### src/halt_wakeup_pkg.sv
/*
 * Constants, field layouts and types shared by the halt / wake-up / reset sequencer
 * and its wake-edge front end.
 * Assumes a single 100 MHz clock that keeps running while the core is halted.
 */
package halt_wakeup_pkg;

    ////////////////////////////////////////////////////////////////////////////
    // register map (byte addresses on a 32-bit classic Wishbone slave)
    localparam logic [7:0] CTRL_OFFSET = 8'h00;
    localparam logic [7:0] STATUS_OFFSET = 8'h04;

    // control register fields
    localparam int CTRL_WDT_ENABLE_BIT = 0;
    localparam int CTRL_WDT_FREE_OSC_BIT = 1;
    localparam int CTRL_RTC_SYSCLK_BIT = 2;
    localparam int CTRL_DISPLAY_RTC_BIT = 3;
    localparam int CTRL_WIDTH = 4;
    localparam logic [3:0] CTRL_RESET = 4'h3;

    // status register fields
    localparam int STATUS_TIMEOUT_BIT = 0;
    localparam int STATUS_POWERDOWN_BIT = 1;
    localparam int STATUS_HALTED_BIT = 2;
    localparam int STATUS_RUNNING_BIT = 3;
    localparam int STATUS_CAUSE_LSB = 4;

    ////////////////////////////////////////////////////////////////////////////
    // timing, in system clock cycles
    localparam int CLK_MHZ = 100;
    localparam int STARTUP_CYCLES = 1024;
    localparam int POWERON_EXTRA_CYCLES = 1024;
    localparam int COUNT_WIDTH = 11;
    localparam logic [10:0] STARTUP_LOAD = 11'(STARTUP_CYCLES - 1);
    localparam logic [10:0] POWERON_LOAD = 11'(POWERON_EXTRA_CYCLES - 1);
    localparam int WDT_WIDTH = 17;
    localparam int WDT_TIMEOUT_DEFAULT = 32768;

    // port widths
    localparam int PORTA_WIDTH = 8;
    localparam int INT_WIDTH = 8;
    localparam logic [7:0] PORTA_WAKE_DEFAULT = 8'hff;

    ////////////////////////////////////////////////////////////////////////////
    // types
    typedef enum logic [1:0] {
        ST_POWERON,
        ST_RUN,
        ST_HALTED,
        ST_STARTUP
    } seq_state_t;

    typedef enum logic [2:0] {
        CAUSE_NONE,
        CAUSE_POWERON,
        CAUSE_PIN,
        CAUSE_WDT,
        CAUSE_INT,
        CAUSE_PORT,
        CAUSE_REMOTE
    } wake_cause_t;

    typedef enum logic [2:0] {
        RESUME_NEXT,
        RESUME_VECTOR,
        RESUME_CHIP,
        RESUME_WARM,
        RESUME_POWERON
    } resume_kind_t;

endpackage : halt_wakeup_pkg

### src/wake_edge_detect.sv
/*
 * Wake-edge front end: per-bit falling-edge detect on port A and both-edge detect
 * on the remote-control pin, all on the always-running clock.
 * Assumes its inputs are already synchronous to clk.
 */
module wake_edge_detect
    import halt_wakeup_pkg::*;
#(
    parameter logic [7:0] PORTA_WAKE_MASK = PORTA_WAKE_DEFAULT
) (
    // clock and reset
    input wire logic clk,
    input wire logic reset,
    // pins
    input wire logic [PORTA_WIDTH-1:0] portAIn,
    input wire logic remoteControlPin,
    // detected edges
    output logic portAWake,
    output logic remoteWake
);

    typedef struct packed {
        logic [PORTA_WIDTH-1:0] portPrev;
        logic remotePrev;
    } edge_state_t;

    edge_state_t s_q;
    edge_state_t s_d;
    logic [PORTA_WIDTH-1:0] bitFall;

    ////////////////////////////////////////////////////////////////////////////
    // the mask is fixed at build time, so a disabled bit costs no logic
    for (genvar i = 0; i < PORTA_WIDTH; i++) begin : g_bit
        assign bitFall[i] = PORTA_WAKE_MASK[i] & s_q.portPrev[i] & ~portAIn[i];
    end

    assign portAWake = |bitFall;
    assign remoteWake = s_q.remotePrev ^ remoteControlPin;

    always_comb begin
        s_d = s_q;
        s_d.portPrev = portAIn;
        s_d.remotePrev = remoteControlPin;
    end

    // prev values start high/idle, so a pin low (port A) or high (remote) at reset gives one edge just after it
    always_ff @(posedge clk) begin
        if (reset) begin
            s_q <= '{portPrev: '1, remotePrev: 1'b0};
        end else begin
            s_q <= s_d;
        end
    end

endmodule : wake_edge_detect

### src/halt_wakeup_reset_control.sv
/*
 * Halt, wake-up and reset sequencer of an 8-bit microcontroller, with a classic
 * Wishbone register slave for its control bits and the reset-cause flags.
 * Assumes clk is the always-running clock (watchdog / real-time domain) and that
 * the core, ports and display driver act on the enables and pulses given here.
 */
// What this block does
// - halt stops the system oscillator; watchdog oscillator keeps running if selected.
// - entering halt changes no RAM or register contents.
// - halt clears the watchdog and restarts it when on its own or RTC oscillator; here only its own oscillator restarts it.
// - during halt every I/O port keeps its previous drive or sense state.
// - halt sets the power-down flag and clears the timeout flag.
// - display driver keeps running in halt when clocked by the RTC oscillator.
// - halt ends on reset pin, interrupt, port A fall, remote edge, watchdog overflow.
// - reset pin ending halt gives chip reset; watchdog overflow gives warm reset.
// - power-down flag cleared by power-up and watchdog clear, set only by halt.
// - watchdog wake sets timeout, clears only program counter and stack pointer.
// - each port A bit's wake-up is enabled by a build-time option.
// - port stimulus wake resumes at the instruction after halt.
// - interrupt wake resumes next if disabled or stack full, else vectors.
// - an interrupt already requesting at halt entry cannot wake the device.
// - every wake waits 1024 system clocks; vector entry lags by further cycles.
// - start-up delay applies at wake and power-on; power-on adds an extra delay.
// - timeout/power-down flags identify power-up, pin, and watchdog resets in both modes; pin reset in run leaves them unchanged here.
// - chip reset clears program counter, interrupts, dividers, watchdog, timers, ports, stack.
// - watchdog wake in halt is warm; other resets restore initial register values.
// - RTC crystal keeps running in halt; as system clock only execution stops.
// - watchdog overflow in normal run gives chip reset and sets timeout flag.
module halt_wakeup_reset_control
    import halt_wakeup_pkg::*;
#(
    parameter int WDT_TIMEOUT_CYCLES = WDT_TIMEOUT_DEFAULT,
    parameter logic [7:0] PORTA_WAKE_MASK = PORTA_WAKE_DEFAULT
) (
    // clock and power-up reset
    input wire logic clk,
    input wire logic reset,
    // wishbone slave
    input wire logic wb_cyc_i,
    input wire logic wb_stb_i,
    input wire logic wb_we_i,
    input wire logic [7:0] wb_adr_i,
    input wire logic [31:0] wb_dat_i,
    input wire logic [3:0] wb_sel_i,
    output logic [31:0] wb_dat_o,
    output logic wb_ack_o,
    // core events
    input wire logic haltExec,
    input wire logic watchdogClearExec,
    input wire logic [INT_WIDTH-1:0] intRequest,
    input wire logic [INT_WIDTH-1:0] intEnable,
    input wire logic stackFull,
    // pins
    input wire logic externalClearPinN,
    input wire logic [PORTA_WIDTH-1:0] portAIn,
    input wire logic remoteControlPin,
    // clock and run control
    output logic sysOscEnable,
    output logic execEnable,
    output logic displayClockEnable,
    output logic portsHold,
    // reset and resume strobes
    output logic chipReset,
    output logic warmReset,
    output logic resumeNext,
    output logic interruptVector,
    // reset-cause flags
    output logic timeoutFlag,
    output logic powerdownFlag
);

    typedef struct packed {
        seq_state_t state;
        logic [COUNT_WIDTH-1:0] cnt;
        logic [WDT_WIDTH-1:0] wdt;
        logic [CTRL_WIDTH-1:0] ctrl;
        logic [INT_WIDTH-1:0] intBlocked;
        resume_kind_t resume;
        wake_cause_t cause;
        logic vectorPending;
        logic timeoutFlag;
        logic powerdownFlag;
        logic sysOscEnable;
        logic execEnable;
        logic displayClockEnable;
        logic portsHold;
        logic chipReset;
        logic warmReset;
        logic resumeNext;
        logic interruptVector;
        logic ack;
        logic [31:0] rdata;
    } ctl_state_t;

    localparam logic [WDT_WIDTH-1:0] WDT_LAST = WDT_WIDTH'(WDT_TIMEOUT_CYCLES - 1);

    ctl_state_t s_q;
    ctl_state_t s_d;
    logic portAWake;
    logic remoteWake;

    ////////////////////////////////////////////////////////////////////////////
    // helpers

    function automatic logic regHit(input logic [7:0] adr, input logic [7:0] offset);
        regHit = (adr[7:2] == offset[7:2]);
    endfunction : regHit

    ////////////////////////////////////////////////////////////////////////////
    // wake edges

    wake_edge_detect #(
        .PORTA_WAKE_MASK(PORTA_WAKE_MASK)
    ) u_edges (
        .clk(clk),
        .reset(reset),
        .portAIn(portAIn),
        .remoteControlPin(remoteControlPin),
        .portAWake(portAWake),
        .remoteWake(remoteWake)
    );

    ////////////////////////////////////////////////////////////////////////////
    // next state

    always_comb begin
        logic pinLow;
        logic wdtCounts;
        logic wdtOverflow;
        logic [INT_WIDTH-1:0] wakeInts;
        logic busReq;
        pinLow = ~externalClearPinN;
        wdtCounts = 1'b0;
        wdtOverflow = 1'b0;
        wakeInts = intRequest & ~s_q.intBlocked;
        busReq = wb_cyc_i & wb_stb_i & ~s_q.ack;

        s_d = s_q;
        s_d.chipReset = 1'b0;
        s_d.warmReset = 1'b0;
        s_d.resumeNext = 1'b0;
        s_d.interruptVector = 1'b0;
        s_d.vectorPending = 1'b0;

        // watchdog: in halt only its own oscillator keeps it going
        if (s_q.ctrl[CTRL_WDT_ENABLE_BIT]) begin
            unique case (s_q.state)
                ST_RUN: wdtCounts = 1'b1;
                ST_HALTED: wdtCounts = s_q.ctrl[CTRL_WDT_FREE_OSC_BIT];
                default: wdtCounts = 1'b0;
            endcase
        end
        wdtOverflow = wdtCounts & (s_q.wdt == WDT_LAST);
        if (wdtCounts) begin
            s_d.wdt = wdtOverflow ? '0 : s_q.wdt + 1'b1;
        end
        if (watchdogClearExec && s_q.state == ST_RUN) begin
            s_d.wdt = '0;
            s_d.powerdownFlag = 1'b0;
        end

        unique case (s_q.state)
            ST_POWERON: begin
                // power-on delay ahead of the ordinary start-up delay
                s_d.cnt = s_q.cnt - 1'b1;
                if (s_q.cnt == '0) begin
                    s_d.state = ST_STARTUP;
                    s_d.cnt = STARTUP_LOAD;
                    s_d.resume = RESUME_POWERON;
                end
            end

            ST_RUN: begin
                if (pinLow) begin
                    // pin reset in run leaves both flags alone
                    s_d.chipReset = 1'b1;
                    s_d.execEnable = 1'b0;
                    s_d.wdt = '0;
                    s_d.cause = CAUSE_PIN;
                end else if (wdtOverflow) begin
                    s_d.chipReset = 1'b1;
                    s_d.timeoutFlag = 1'b1;
                    s_d.cause = CAUSE_WDT;
                end else if (!s_q.execEnable) begin
                    s_d.execEnable = 1'b1;
                end else if (haltExec) begin
                    // execution, the oscillator and the display clock stop unless RTC-clocked; state is kept
                    s_d.state = ST_HALTED;
                    s_d.execEnable = 1'b0;
                    s_d.portsHold = 1'b1;
                    s_d.sysOscEnable = s_q.ctrl[CTRL_RTC_SYSCLK_BIT];
                    s_d.displayClockEnable = s_q.ctrl[CTRL_DISPLAY_RTC_BIT];
                    s_d.wdt = '0;
                    s_d.powerdownFlag = 1'b1;
                    s_d.timeoutFlag = 1'b0;
                    s_d.intBlocked = intRequest;
                end
            end

            ST_HALTED: begin
                // priority: pin, watchdog, interrupt, port A, remote
                if (pinLow) begin
                    s_d.resume = RESUME_CHIP;
                    s_d.timeoutFlag = 1'b0;
                    s_d.powerdownFlag = 1'b1;
                    s_d.cause = CAUSE_PIN;
                end else if (wdtOverflow) begin
                    s_d.resume = RESUME_WARM;
                    s_d.timeoutFlag = 1'b1;
                    s_d.powerdownFlag = 1'b1;
                    s_d.cause = CAUSE_WDT;
                end else if (|wakeInts) begin
                    s_d.resume = (|(wakeInts & intEnable) && !stackFull) ? RESUME_VECTOR : RESUME_NEXT;
                    s_d.cause = CAUSE_INT;
                end else if (portAWake) begin
                    s_d.resume = RESUME_NEXT;
                    s_d.cause = CAUSE_PORT;
                end else if (remoteWake) begin
                    s_d.resume = RESUME_NEXT;
                    s_d.cause = CAUSE_REMOTE;
                end
                if (pinLow || wdtOverflow || |wakeInts || portAWake || remoteWake) begin
                    s_d.state = ST_STARTUP;
                    s_d.cnt = STARTUP_LOAD;
                    s_d.sysOscEnable = 1'b1;
                end
            end

            ST_STARTUP: begin
                // oscillator settles here; the core stays stopped throughout
                s_d.cnt = s_q.cnt - 1'b1;
                if (s_q.cnt == '0) begin
                    s_d.state = ST_RUN;
                    s_d.portsHold = 1'b0;
                    s_d.displayClockEnable = 1'b1;
                    s_d.intBlocked = '0;
                    unique case (s_q.resume)
                        RESUME_NEXT: begin
                            s_d.execEnable = 1'b1;
                            s_d.resumeNext = 1'b1;
                        end
                        RESUME_VECTOR: begin
                            s_d.execEnable = 1'b1;
                            s_d.vectorPending = 1'b1;
                        end
                        RESUME_WARM: begin
                            s_d.execEnable = 1'b1;
                            s_d.warmReset = 1'b1;
                        end
                        RESUME_CHIP, RESUME_POWERON: begin
                            s_d.chipReset = 1'b1;
                            s_d.wdt = '0;
                        end
                    endcase
                end
            end
        endcase

        // vector entry comes one cycle after execution restarts
        if (s_q.vectorPending) begin
            s_d.interruptVector = 1'b1;
        end

        ////////////////////////////////////////////////////////////////////////////
        // wishbone slave: one wait state, ack for one cycle, unmapped reads zero
        s_d.ack = busReq;
        if (busReq) begin
            s_d.rdata = '0;
            if (regHit(wb_adr_i, CTRL_OFFSET)) begin
                s_d.rdata[CTRL_WIDTH-1:0] = s_q.ctrl;
                if (wb_we_i && wb_sel_i[0]) begin
                    s_d.ctrl = wb_dat_i[CTRL_WIDTH-1:0];
                end
            end else if (regHit(wb_adr_i, STATUS_OFFSET)) begin
                s_d.rdata[STATUS_TIMEOUT_BIT] = s_q.timeoutFlag;
                s_d.rdata[STATUS_POWERDOWN_BIT] = s_q.powerdownFlag;
                s_d.rdata[STATUS_HALTED_BIT] = (s_q.state == ST_HALTED);
                s_d.rdata[STATUS_RUNNING_BIT] = s_q.execEnable;
                s_d.rdata[STATUS_CAUSE_LSB +: 3] = s_q.cause;
            end
        end
    end

    ////////////////////////////////////////////////////////////////////////////
    // registers

    always_ff @(posedge clk) begin
        if (reset) begin
            s_q <= '{
                state: ST_POWERON,
                cnt: POWERON_LOAD,
                wdt: '0,
                ctrl: CTRL_RESET,
                intBlocked: '0,
                resume: RESUME_POWERON,
                cause: CAUSE_POWERON,
                vectorPending: 1'b0,
                timeoutFlag: 1'b0,
                powerdownFlag: 1'b0,
                sysOscEnable: 1'b1,
                execEnable: 1'b0,
                displayClockEnable: 1'b1,
                portsHold: 1'b0,
                chipReset: 1'b1,
                warmReset: 1'b0,
                resumeNext: 1'b0,
                interruptVector: 1'b0,
                ack: 1'b0,
                rdata: '0
            };
        end else begin
            s_q <= s_d;
        end
    end

    ////////////////////////////////////////////////////////////////////////////
    // outputs, straight from the state register

    assign wb_dat_o = s_q.rdata;
    assign wb_ack_o = s_q.ack;
    assign sysOscEnable = s_q.sysOscEnable;
    assign execEnable = s_q.execEnable;
    assign displayClockEnable = s_q.displayClockEnable;
    assign portsHold = s_q.portsHold;
    assign chipReset = s_q.chipReset;
    assign warmReset = s_q.warmReset;
    assign resumeNext = s_q.resumeNext;
    assign interruptVector = s_q.interruptVector;
    assign timeoutFlag = s_q.timeoutFlag;
    assign powerdownFlag = s_q.powerdownFlag;

endmodule : halt_wakeup_reset_control

### config.mk
export PLATFORM = sky130hd
export DESIGN_NAME = halt_wakeup_reset_control
export DESIGN_NICKNAME = d
export VERILOG_FILES = /design/src/halt_wakeup_pkg.sv /design/src/wake_edge_detect.sv /design/src/halt_wakeup_reset_control.sv
export SDC_FILE = /design/constraint.sdc
export NUM_CORES = 1
export LEC_CHECK = 0
export BUFFER_PORTS_ARGS = -buffer_cell sky130_fd_sc_hd__clkbuf_2
export CORE_MARGIN = 8
export CORE_UTILIZATION = 45
export CTS_BUF_LIST = sky130_fd_sc_hd__clkbuf_8
export CTS_CLUSTER_SIZE = 16
export DETAILED_ROUTE_END_ITERATION = 12
export MAX_ROUTING_LAYER = met4
export PLACE_DENSITY = 0.71
export SLEW_MARGIN = 20
export SYNTH_ARGS = -nofsm -noshare
export SYNTH_HDL_FRONTEND = slang
export SYNTH_HIERARCHICAL = 1
export SYNTH_SLANG_ARGS = --single-unit
### constraint.sdc
create_clock -name clk -period 5.3 [get_ports clk]
set_input_delay 0.795 -clock clk [delete_from_list [all_inputs] [get_ports clk]]
set_output_delay 0.795 -clock clk [all_outputs]
set_load 0.01 [all_outputs]
==> results of run 1 <==
layout make-up:
| type | count | share of cell area (%) |
|---|---|---|
| clock buffer | 9 | 2.83 |
| clock inverter | 7 | 1.77 |
| inverter | 18 | 1.54 |
| multi-input combinational | 347 | 48.5 |
| sequential | 76 | 34.8 |
| tap | 108 | 3.09 |
| timing repair buffer | 64 | 7.44 |
cells by family (layout without fill, tap and decap cells):
| logic type | Yosys count | in the layout | share of synthesized area, % |
|---|---|---|---|
| AOI/OAI and AO/OA | 92 | 92 | 15.6 |
| adders and majority gates | 8 | 8 | 2.53 |
| muxes | 17 | 17 | 4.34 |
| DFF | 76 | 76 | 38.5 |
| and+or+nand+nor | 186 | 186 | 24.6 |
| other | 1 | 25 | 0.0948 |
| xor gates and xnor gates | 19 | 19 | 4.21 |
| buffers and inverters | 72 | 98 | 10.1 |
state kept, by name, summed over array words and instances (netlist names):
name	cells
portsHold	1
wb_ack_o	1
u_edges/s_q	9
chipReset	1
resumeNext	1
sysOscEnable	1
powerdownFlag	1
interruptVector	1
timeoutFlag	1
wb_dat_o	7
displayClockEnable	1
s_q	49
execEnable	1
warmReset	1
layer usage:
layer / vias to the layer above / wire (um) / track usage, % / part of all wire [%]
li1: 1682 / - / - / -
met1: 1563 / 4270 / 19.8 / 47
met2: 103 / 4060 / 24.0 / 45
met3: 12 / 557 / 3.28 / 6.2
met4: 0 / 127 / 6.56 / 1.4
met5: - / 0 / - / 0
worst paths after layout:
path / start / slack, ns / end
max reg2reg: s_q[90] / 2.04 / s_q[81]
min reg2reg: wb_dat_o[5] / 0.45 / wb_dat_o[5]
max: s_q[90] / 2.04 / s_q[81]
min: wb_dat_o[5] / 0.45 / wb_dat_o[5]
stage by stage:
step	utilization, %	power (mW)
2_1_floorplan	-	1.15
6_report	50.7	1.71
4_1_cts	50.7	1.72
5_1_grt	50.7	1.82
3_5_place_dp	48.3	1.27
3_3_place_gp	48.3	1.24
cell usage in the layout (no fill, tap or decap), drive strengths merged, types with 12 or more instances in the layout:
master  count
dfxtp      76
clkbuf     71
nor2       51
nand2      38
conb       25
a21oi      24
nor2b      21
inv        20
o21ai      19
mux2i      16
xor2       14
nand3      12
critical path, cell delays in order (launching register included):
cell	delay, ns
dfxtp_1	0.35
inv_1	0.13
ha_1	0.45
a21oi_1	0.26
nor4_1	0.65
nand2_1	0.42
a21oi_1	0.23
buf_4	0.25
o21ai_0	0.12
a221o_1	0.31
where the power goes:
| group | internal (mW) | total [mW] | switching, mW |
|---|---|---|---|
| logic | 0.217 | 0.554 | 0.336 |
| clock network | 0.221 | 0.445 | 0.224 |
| registers | 0.647 | 0.714 | 0.0669 |
==> flow_metrics.tcl, run 1 <==
set metrics [dict create \
    drt_iter0_drc 205 \
    gr-total-overflow 0 \
    power_density_nw_per_um2 391 \
    clock-sinks 76 \
    grt.total_usage_pct 15.7 \
    cp.required_ns 5.54 \
    vias 3360 \
    ys_top_cells_by_area "dfxtp_1 (38%), buf_4 (6.3%), nor2_1 (4.8%), mux2i_1 (4.1%), nand2_1 (3.6%)" \
    stdcell_count 629 \
    ff_latch_area_sq_um 1520 \
    coreArea_sq_um 8640 \
    initial_utilization_pct 45.8 \
    rr_worst_depth 9 \
    via_per_inst 5.34 \
    clk_latency_ns 0.35 \
    fp.dieW_um 110 \
    clkTransAtPathRegs_ns 0.08 \
    ir_worst_vdd_v 0.000183 \
    yosysTopAreaCell "dfxtp_1" \
    syn_avg_cell_area_sq_um 8.39 \
    fin_area_sq_um 4370 \
    fillers 854 \
    layout-area-overhead-vs-synth_pct 10.6 \
    whs_ns 0.452 \
    layout-drive-gt1-share_pct 19.0 \
    cap_violations 0 \
    syn_area_sq_um 3950 \
    critPathKind "reg2reg" \
    finalCritPeriodShare_pct 61.5 \
    finalSetupViolations 0 \
    netlist_instances 471 \
    grt_pass1_wl_mm 14.9 \
    synth_most_common_cell "dfxtp_1" \
    finalNetCount 602 \
    numCtsBuffers 9 \
    postCtsSetupBuffers 0 \
    cts_tree "yes" \
    setup_ws_ns 2.04 \
    final.setup.tns_ns 0 \
    multi_input_area_sq_um 2120 \
    cts_root_buf "clkbuf_8" \
    grt_pass1_vias 3241 \
    synth_cell_types 62 \
    synthTopCellsByCount "dfxtp_1 (76), nor2_1 (51), nand2_1 (38), buf_4 (33), a21oi_1 (23)" \
    dieHeight_um 110 \
    clock_skew_ns 0.0142 \
    synthArstFlopShare_pct 0 \
    slew_violations 0 \
    core.rowCount 34 \
    synthFlopType "dfxtp_1" \
    yosysTopAreaCellShare_pct 38.5 \
    hp-class "reg2reg" \
    grt_start_max_net_pins 50 \
    dpl_cell_area_sq_um 4170 \
    rsz0062_at_grt "no" \
    critPathLaunchType "register" \
    place_congestion 0.889 \
    dieArea_sq_um 12000 \
    wl_per_cell_um 14.3 \
    antenna_found_initial 0 \
    drt-pass1-iter-count 4 \
    ys_seq_area_share_pct 38.5 \
    max_freq_mhz 307 \
    p_leak_nw 1.78 \
    endpoint_kind "register" \
    wl_mm 9.01 \
    yosysWarnings 6 \
    status "finished, final reports clean" \
    fin_crit_ns 3.26 \
    slew_headroom_pct 50.8 \
    dp.cells 613 \
    ios 121 \
    diodes 0 \
    final_antenna_net_count 0 \
    synth_edf_count 0 \
    worst_pin_slew_ns 0.736 \
    post-dp-hpwl_mm 6.67 \
    critPathMaxFanout 21 \
    ys_ff_latch 76 \
    cp.arrival_ns 3.50 \
    timing_hold_violations_final 0 \
    drc_errors 0 \
    clk_path_buf_depth 2 \
    io_buffers 62 \
    cts_resized 0 \
    hold_depth 2 \
    post-place-ws_ns 2.13 \
    postCtsHoldBufs 0 \
    htreeDepth 3 \
]
Power figures use the tool's default switching activity.
==> run 2: changes to the inputs <==
PLACE_DENSITY = 0.74   (was 0.71)
clock period = 2.9 ns   (was 5.3 ns; I/O delays follow)
==> flow_metrics.tcl, run 2 (synthesized netlist as in run 1, its figures left out) <==
set metrics [dict create \
    max_freq_mhz 388 \
    postCtsHoldBufs 0 \
    fin_crit_ns 2.58 \
    diodes 0 \
    min_from "portAIn[0]" \
    p_leak_nw 1.83 \
    clk_path_buf_depth 2 \
    ios 121 \
    fin_util_pct 51.8 \
    layout-area-overhead-vs-synth_pct 13.2 \
    io_buffers 62 \
    wl_per_cell_um 14.3 \
    gr-total-overflow 0 \
    cp.required_ns 3.12 \
    status "finished, final reports clean" \
    final_cell_mix "dfxtp_1 (76), clkbuf_2 (62), nor2_1 (51)" \
    antenna_found_initial 0 \
    whs_ns 0.289 \
    post-dp-hpwl_mm 6.82 \
    rr_worst_depth 8 \
    drt_iter0_drc 174 \
    critPathKind "reg2reg" \
    worst_pin_slew_ns 0.715 \
    grt_pass1_vias 3351 \
    finalSetupViolations 0 \
    grt.total_usage_pct 16.1 \
    grt_start_max_net_pins 49 \
    r2r-start "s_q[79]" \
    clock_skew_ns 0.00728 \
    place_congestion 0.891 \
    clkTransAtPathRegs_ns 0.08 \
    final.setup.tns_ns 0 \
    vias 3352 \
    power_density_nw_per_um2 735 \
    critPathLaunchType "register" \
    endpoint_kind "register" \
    largest_reg_flops 49 \
    ir_worst_vdd_v 0.000336 \
    finalCritPeriodShare_pct 88.9 \
    worst_r2r_endpoint "s_q[52]" \
    clock-sinks 76 \
    dieHeight_um 110 \
    drc_errors 0 \
    top_register "s_q" \
    cts_root_buf "clkbuf_8" \
    cp.arrival_ns 2.80 \
    numCtsBuffers 9 \
    hold_depth 2 \
    layout_commonest_cell "dfxtp_1" \
    dieArea_sq_um 12000 \
    cts_resized 0 \
    hp-class "in2reg" \
    wl_mm 9.12 \
    drt-pass1-iter-count 4 \
    initial_utilization_pct 45.8 \
    worstHoldEndpoint "u_edges/s_q[1]" \
    via_per_inst 5.25 \
    timing_hold_violations_final 0 \
    fp.dieW_um 110 \
    htreeDepth 3 \
    cts_tree "yes" \
    core.rowCount 34 \
    finalNetCount 611 \
    cap_violations 0 \
    final_antenna_net_count 0 \
    r2r_slack_ns 0.32 \
    postCtsSetupBuffers 0 \
    slew_headroom_pct 52.3 \
    layout-drive-gt1-share_pct 20.6 \
    coreArea_sq_um 8640 \
    clk_latency_ns 0.35 \
    grt_pass1_wl_mm 15.4 \
    critPathMaxFanout 12 \
    rsz0062_at_grt "no" \
    slew_violations 0 \
]
## run 2: cell types whose count changed in the layout (fill, tap and decap cells not counted), sizes merged
cell / before / now
clkbuf: 71 / 72
buf: 2 / 11
clkinv: 4 / 2
bufinv: 1 / 2
inv: 20 / 19
clkinvlp: 0 / 1
## run 2: report_power, final
| part | switching (mW) | leakage (nW) | internal (mW) |
|---|---|---|---|
| clock network | 0.401 | 0.113 | 0.508 |
| registers | 0.123 | 0.619 | 1.18 |
| logic | 0.620 | 1.10 | 0.453 |
| total | 1.14 | 1.83 | 2.14 |
## run 2: per-stage QoR
stage                     cell area [sq um]  instances  setup WS, ns  total power, mW
after floorplan                        4040        495         0.547             2.10
after global placement                 4250        622         0.337             2.34
after detailed placement               4250        622         0.300             2.38
after CTS                              4480        638         0.290             3.29
after global routing                   4480        638         0.121             3.50
final                                  4480        638         0.321             3.29
## run 2: worst max path at each step
stage / from / cells after the start / end
final: s_q[79] / 8 / s_q[52]
after CTS: s_q[79] / 8 / s_q[57]
after floorplan: s_q[90] / 9 / s_q[81]
after global placement: s_q[79] / 8 / s_q[57]
after global routing: s_q[80] / 8 / s_q[55]
after detailed placement: s_q[79] / 8 / s_q[55]
## run 2: worst max-delay path, stage by stage, from the launching register on
cell and delay [ns]:
dfxtp_1 0.34, inv_1 0.08, ha_1 0.20, or4b_4 0.51, nor4_4 0.28, nand2_1 0.14, a21oi_2 0.60, mux2i_1 0.26
nor2_1 0.05
## run 2: cell type report
cell class	count	area (sq um)
fillers	807	4160
repair buffers	73	405
clock buffers	10	138
well taps	108	135
inverters	18	67.6
flip-flops and latches	76	1520
clock inverters	6	86.3
multi-input cells	347	2120
## run 2: per-layer routing
layer  up-vias  part of all wire, %  GRT usage, %  wire length, um
met5         -                    0             -                0
met4         0                  2.0          7.91              187
met3        18                  6.7          2.81              612
met2       113                   44          23.8             3990
met1      1524                   47          20.6             4330
li1       1697                    -             -                -
==> run 3: changes to the inputs <==
BUFFER_PORTS_ARGS = -buffer_cell sky130_fd_sc_hd__buf_2   (was -buffer_cell sky130_fd_sc_hd__clkbuf_2)
CELL_PAD_IN_SITES_DETAIL_PLACEMENT = 0   (was default)
CELL_PAD_IN_SITES_GLOBAL_PLACEMENT = 1   (was default)
CORE_UTILIZATION = 35   (was 45)
PLACE_DENSITY = default   (was 0.74)
PLACE_DENSITY_LB_ADDON = 0.1   (was default)
==> flow_metrics.tcl, run 3 (synthesized netlist as in run 1, its figures left out) <==
set metrics [dict create \
    wl_per_cell_um 14.8 \
    slew_violations 0 \
    clkTransAtPathRegs_ns 0.08 \
    cp.arrival_ns 2.78 \
    power_density_nw_per_um2 693 \
    drc_errors 0 \
    cts_resized 0 \
    antenna_found_initial 0 \
    layout-area-overhead-vs-synth_pct 12.9 \
    io_buffers 62 \
    final_antenna_net_count 0 \
    drt-pass1-iter-count 4 \
    clk_path_buf_depth 2 \
    timing_hold_violations_final 0 \
    dieArea_sq_um 15000 \
    fin_crit_ns 2.53 \
    layout_commonest_cell "dfxtp_1" \
    clock-sinks 76 \
    critPathMaxFanout 11 \
    rsz0062_at_grt "no" \
    finalSetupViolations 0 \
    clk_latency_ns 0.36 \
    diodes 0 \
    final.setup.tns_ns 0 \
    whs_ns 0.276 \
    wl_mm 9.95 \
    final_cell_mix "dfxtp_1 (76), buf_2 (62), nor2_1 (51)" \
    initial_utilization_pct 35.2 \
    drt_iter0_drc 145 \
    p_leak_nw 1.82 \
    cts_root_buf "clkbuf_8" \
    finalCritPeriodShare_pct 87.1 \
    worst_pin_slew_ns 0.726 \
    numCtsBuffers 9 \
    slew_headroom_pct 51.6 \
    postCtsHoldBufs 0 \
    top_register "s_q" \
    grt_pass1_wl_mm 16.4 \
    critPathKind "reg2reg" \
    gr-total-overflow 0 \
    place_congestion 0.780 \
    vias 3323 \
    fp.dieW_um 122 \
    largest_reg_flops 49 \
    core.rowCount 39 \
    critPathLaunchType "register" \
    postCtsSetupBuffers 0 \
    grt.total_usage_pct 14.2 \
    cts_tree "yes" \
    grt_pass1_vias 3349 \
    grt_start_max_net_pins 49 \
    status "finished, final reports clean" \
    coreArea_sq_um 11200 \
    cap_violations 0 \
    finalNetCount 614 \
    htreeDepth 3 \
    fin_util_pct 39.8 \
    hp-class "in2reg" \
    ir_worst_vdd_v 0.000221 \
    max_freq_mhz 396 \
    endpoint_kind "register" \
    cp.required_ns 3.16 \
    clock_skew_ns 0.00956 \
    via_per_inst 4.93 \
    dieHeight_um 122 \
    layout-drive-gt1-share_pct 20.5 \
    post-dp-hpwl_mm 7.34 \
    ios 121 \
]
-- run 3: cell count changes in the layout (fill, tap and decap cells not counted) --
| cell | change |
|---|---|
| buf_12 | -1 |
| buf_2 | +62 |
| buf_4 | +4 |
| bufinv_16 | -2 |
| clkbuf_2 | -62 |
| clkinv_2 | +1 |
| clkinvlp_4 | -1 |
| inv_1 | +1 |
| inv_6 | -1 |
-- run 3: worst max-delay path, cell delays in order (launching register included) --
cell and delay, ns:
dfxtp_1 0.41, inv_1 0.12, ha_1 0.35, nand3_1 0.13
nor4_1 0.38, nand2_1 0.16, buf_4 0.21, a21oi_1 0.24
o21ai_1 0.14, a221oi_1 0.30
-- run 3: layout make-up --
cell class                      instances  area, sq um
Fill cell                            1186         6760
Sequential cell                        76         1520
Tap cell                              143          179
Clock inverter                          4         18.8
Timing Repair Buffer                   76          415
Clock buffer                           10          138
Inverter                               18         67.6
Multi-Input combinational cell        347         2120
-- run 3: path summary, 6_finish.rpt --
| check | from | end | slack [ns] | cells past startpoint |
|---|---|---|---|---|
| max | s_q[90] | s_q[90] | 0.37 | 9 |
| min | portAIn[3] | u_edges/s_q[4] | 0.28 | 2 |
| max reg2reg | s_q[90] | s_q[90] | 0.37 | 9 |
| min reg2reg | s_q[43] | interruptVector | 0.44 | 1 |
-- run 3: layer usage --
layer | routed length [um] | part of all wire [%] | GRT usage, %
met2 | 4120 | 41 | 20.1
met1 | 5120 | 51 | 18.8
met5 | 0 | 0 | -
met3 | 548 | 5.5 | 3.54
met4 | 164 | 1.6 | 5.94
-- run 3: power by group --
group | internal (mW) | switching (mW) | total, mW | leakage [nW]
Sequential | 1.18 | 0.126 | 1.31 | 0.619
Combinational | 0.453 | 0.638 | 1.09 | 1.11
Clock | 0.317 | 0.379 | 0.696 | 0.0890
-- run 3: through the flow --
stage	instances	cell area (sq um)	power, mW	worst slack (ns)
finish	674	4460	3.09	0.374
detailed placement	660	4310	2.42	0.351
global route	674	4460	3.33	0.133
CTS	674	4460	3.14	0.343
global placement	660	4310	2.40	0.353
floorplan	495	4040	2.10	0.547
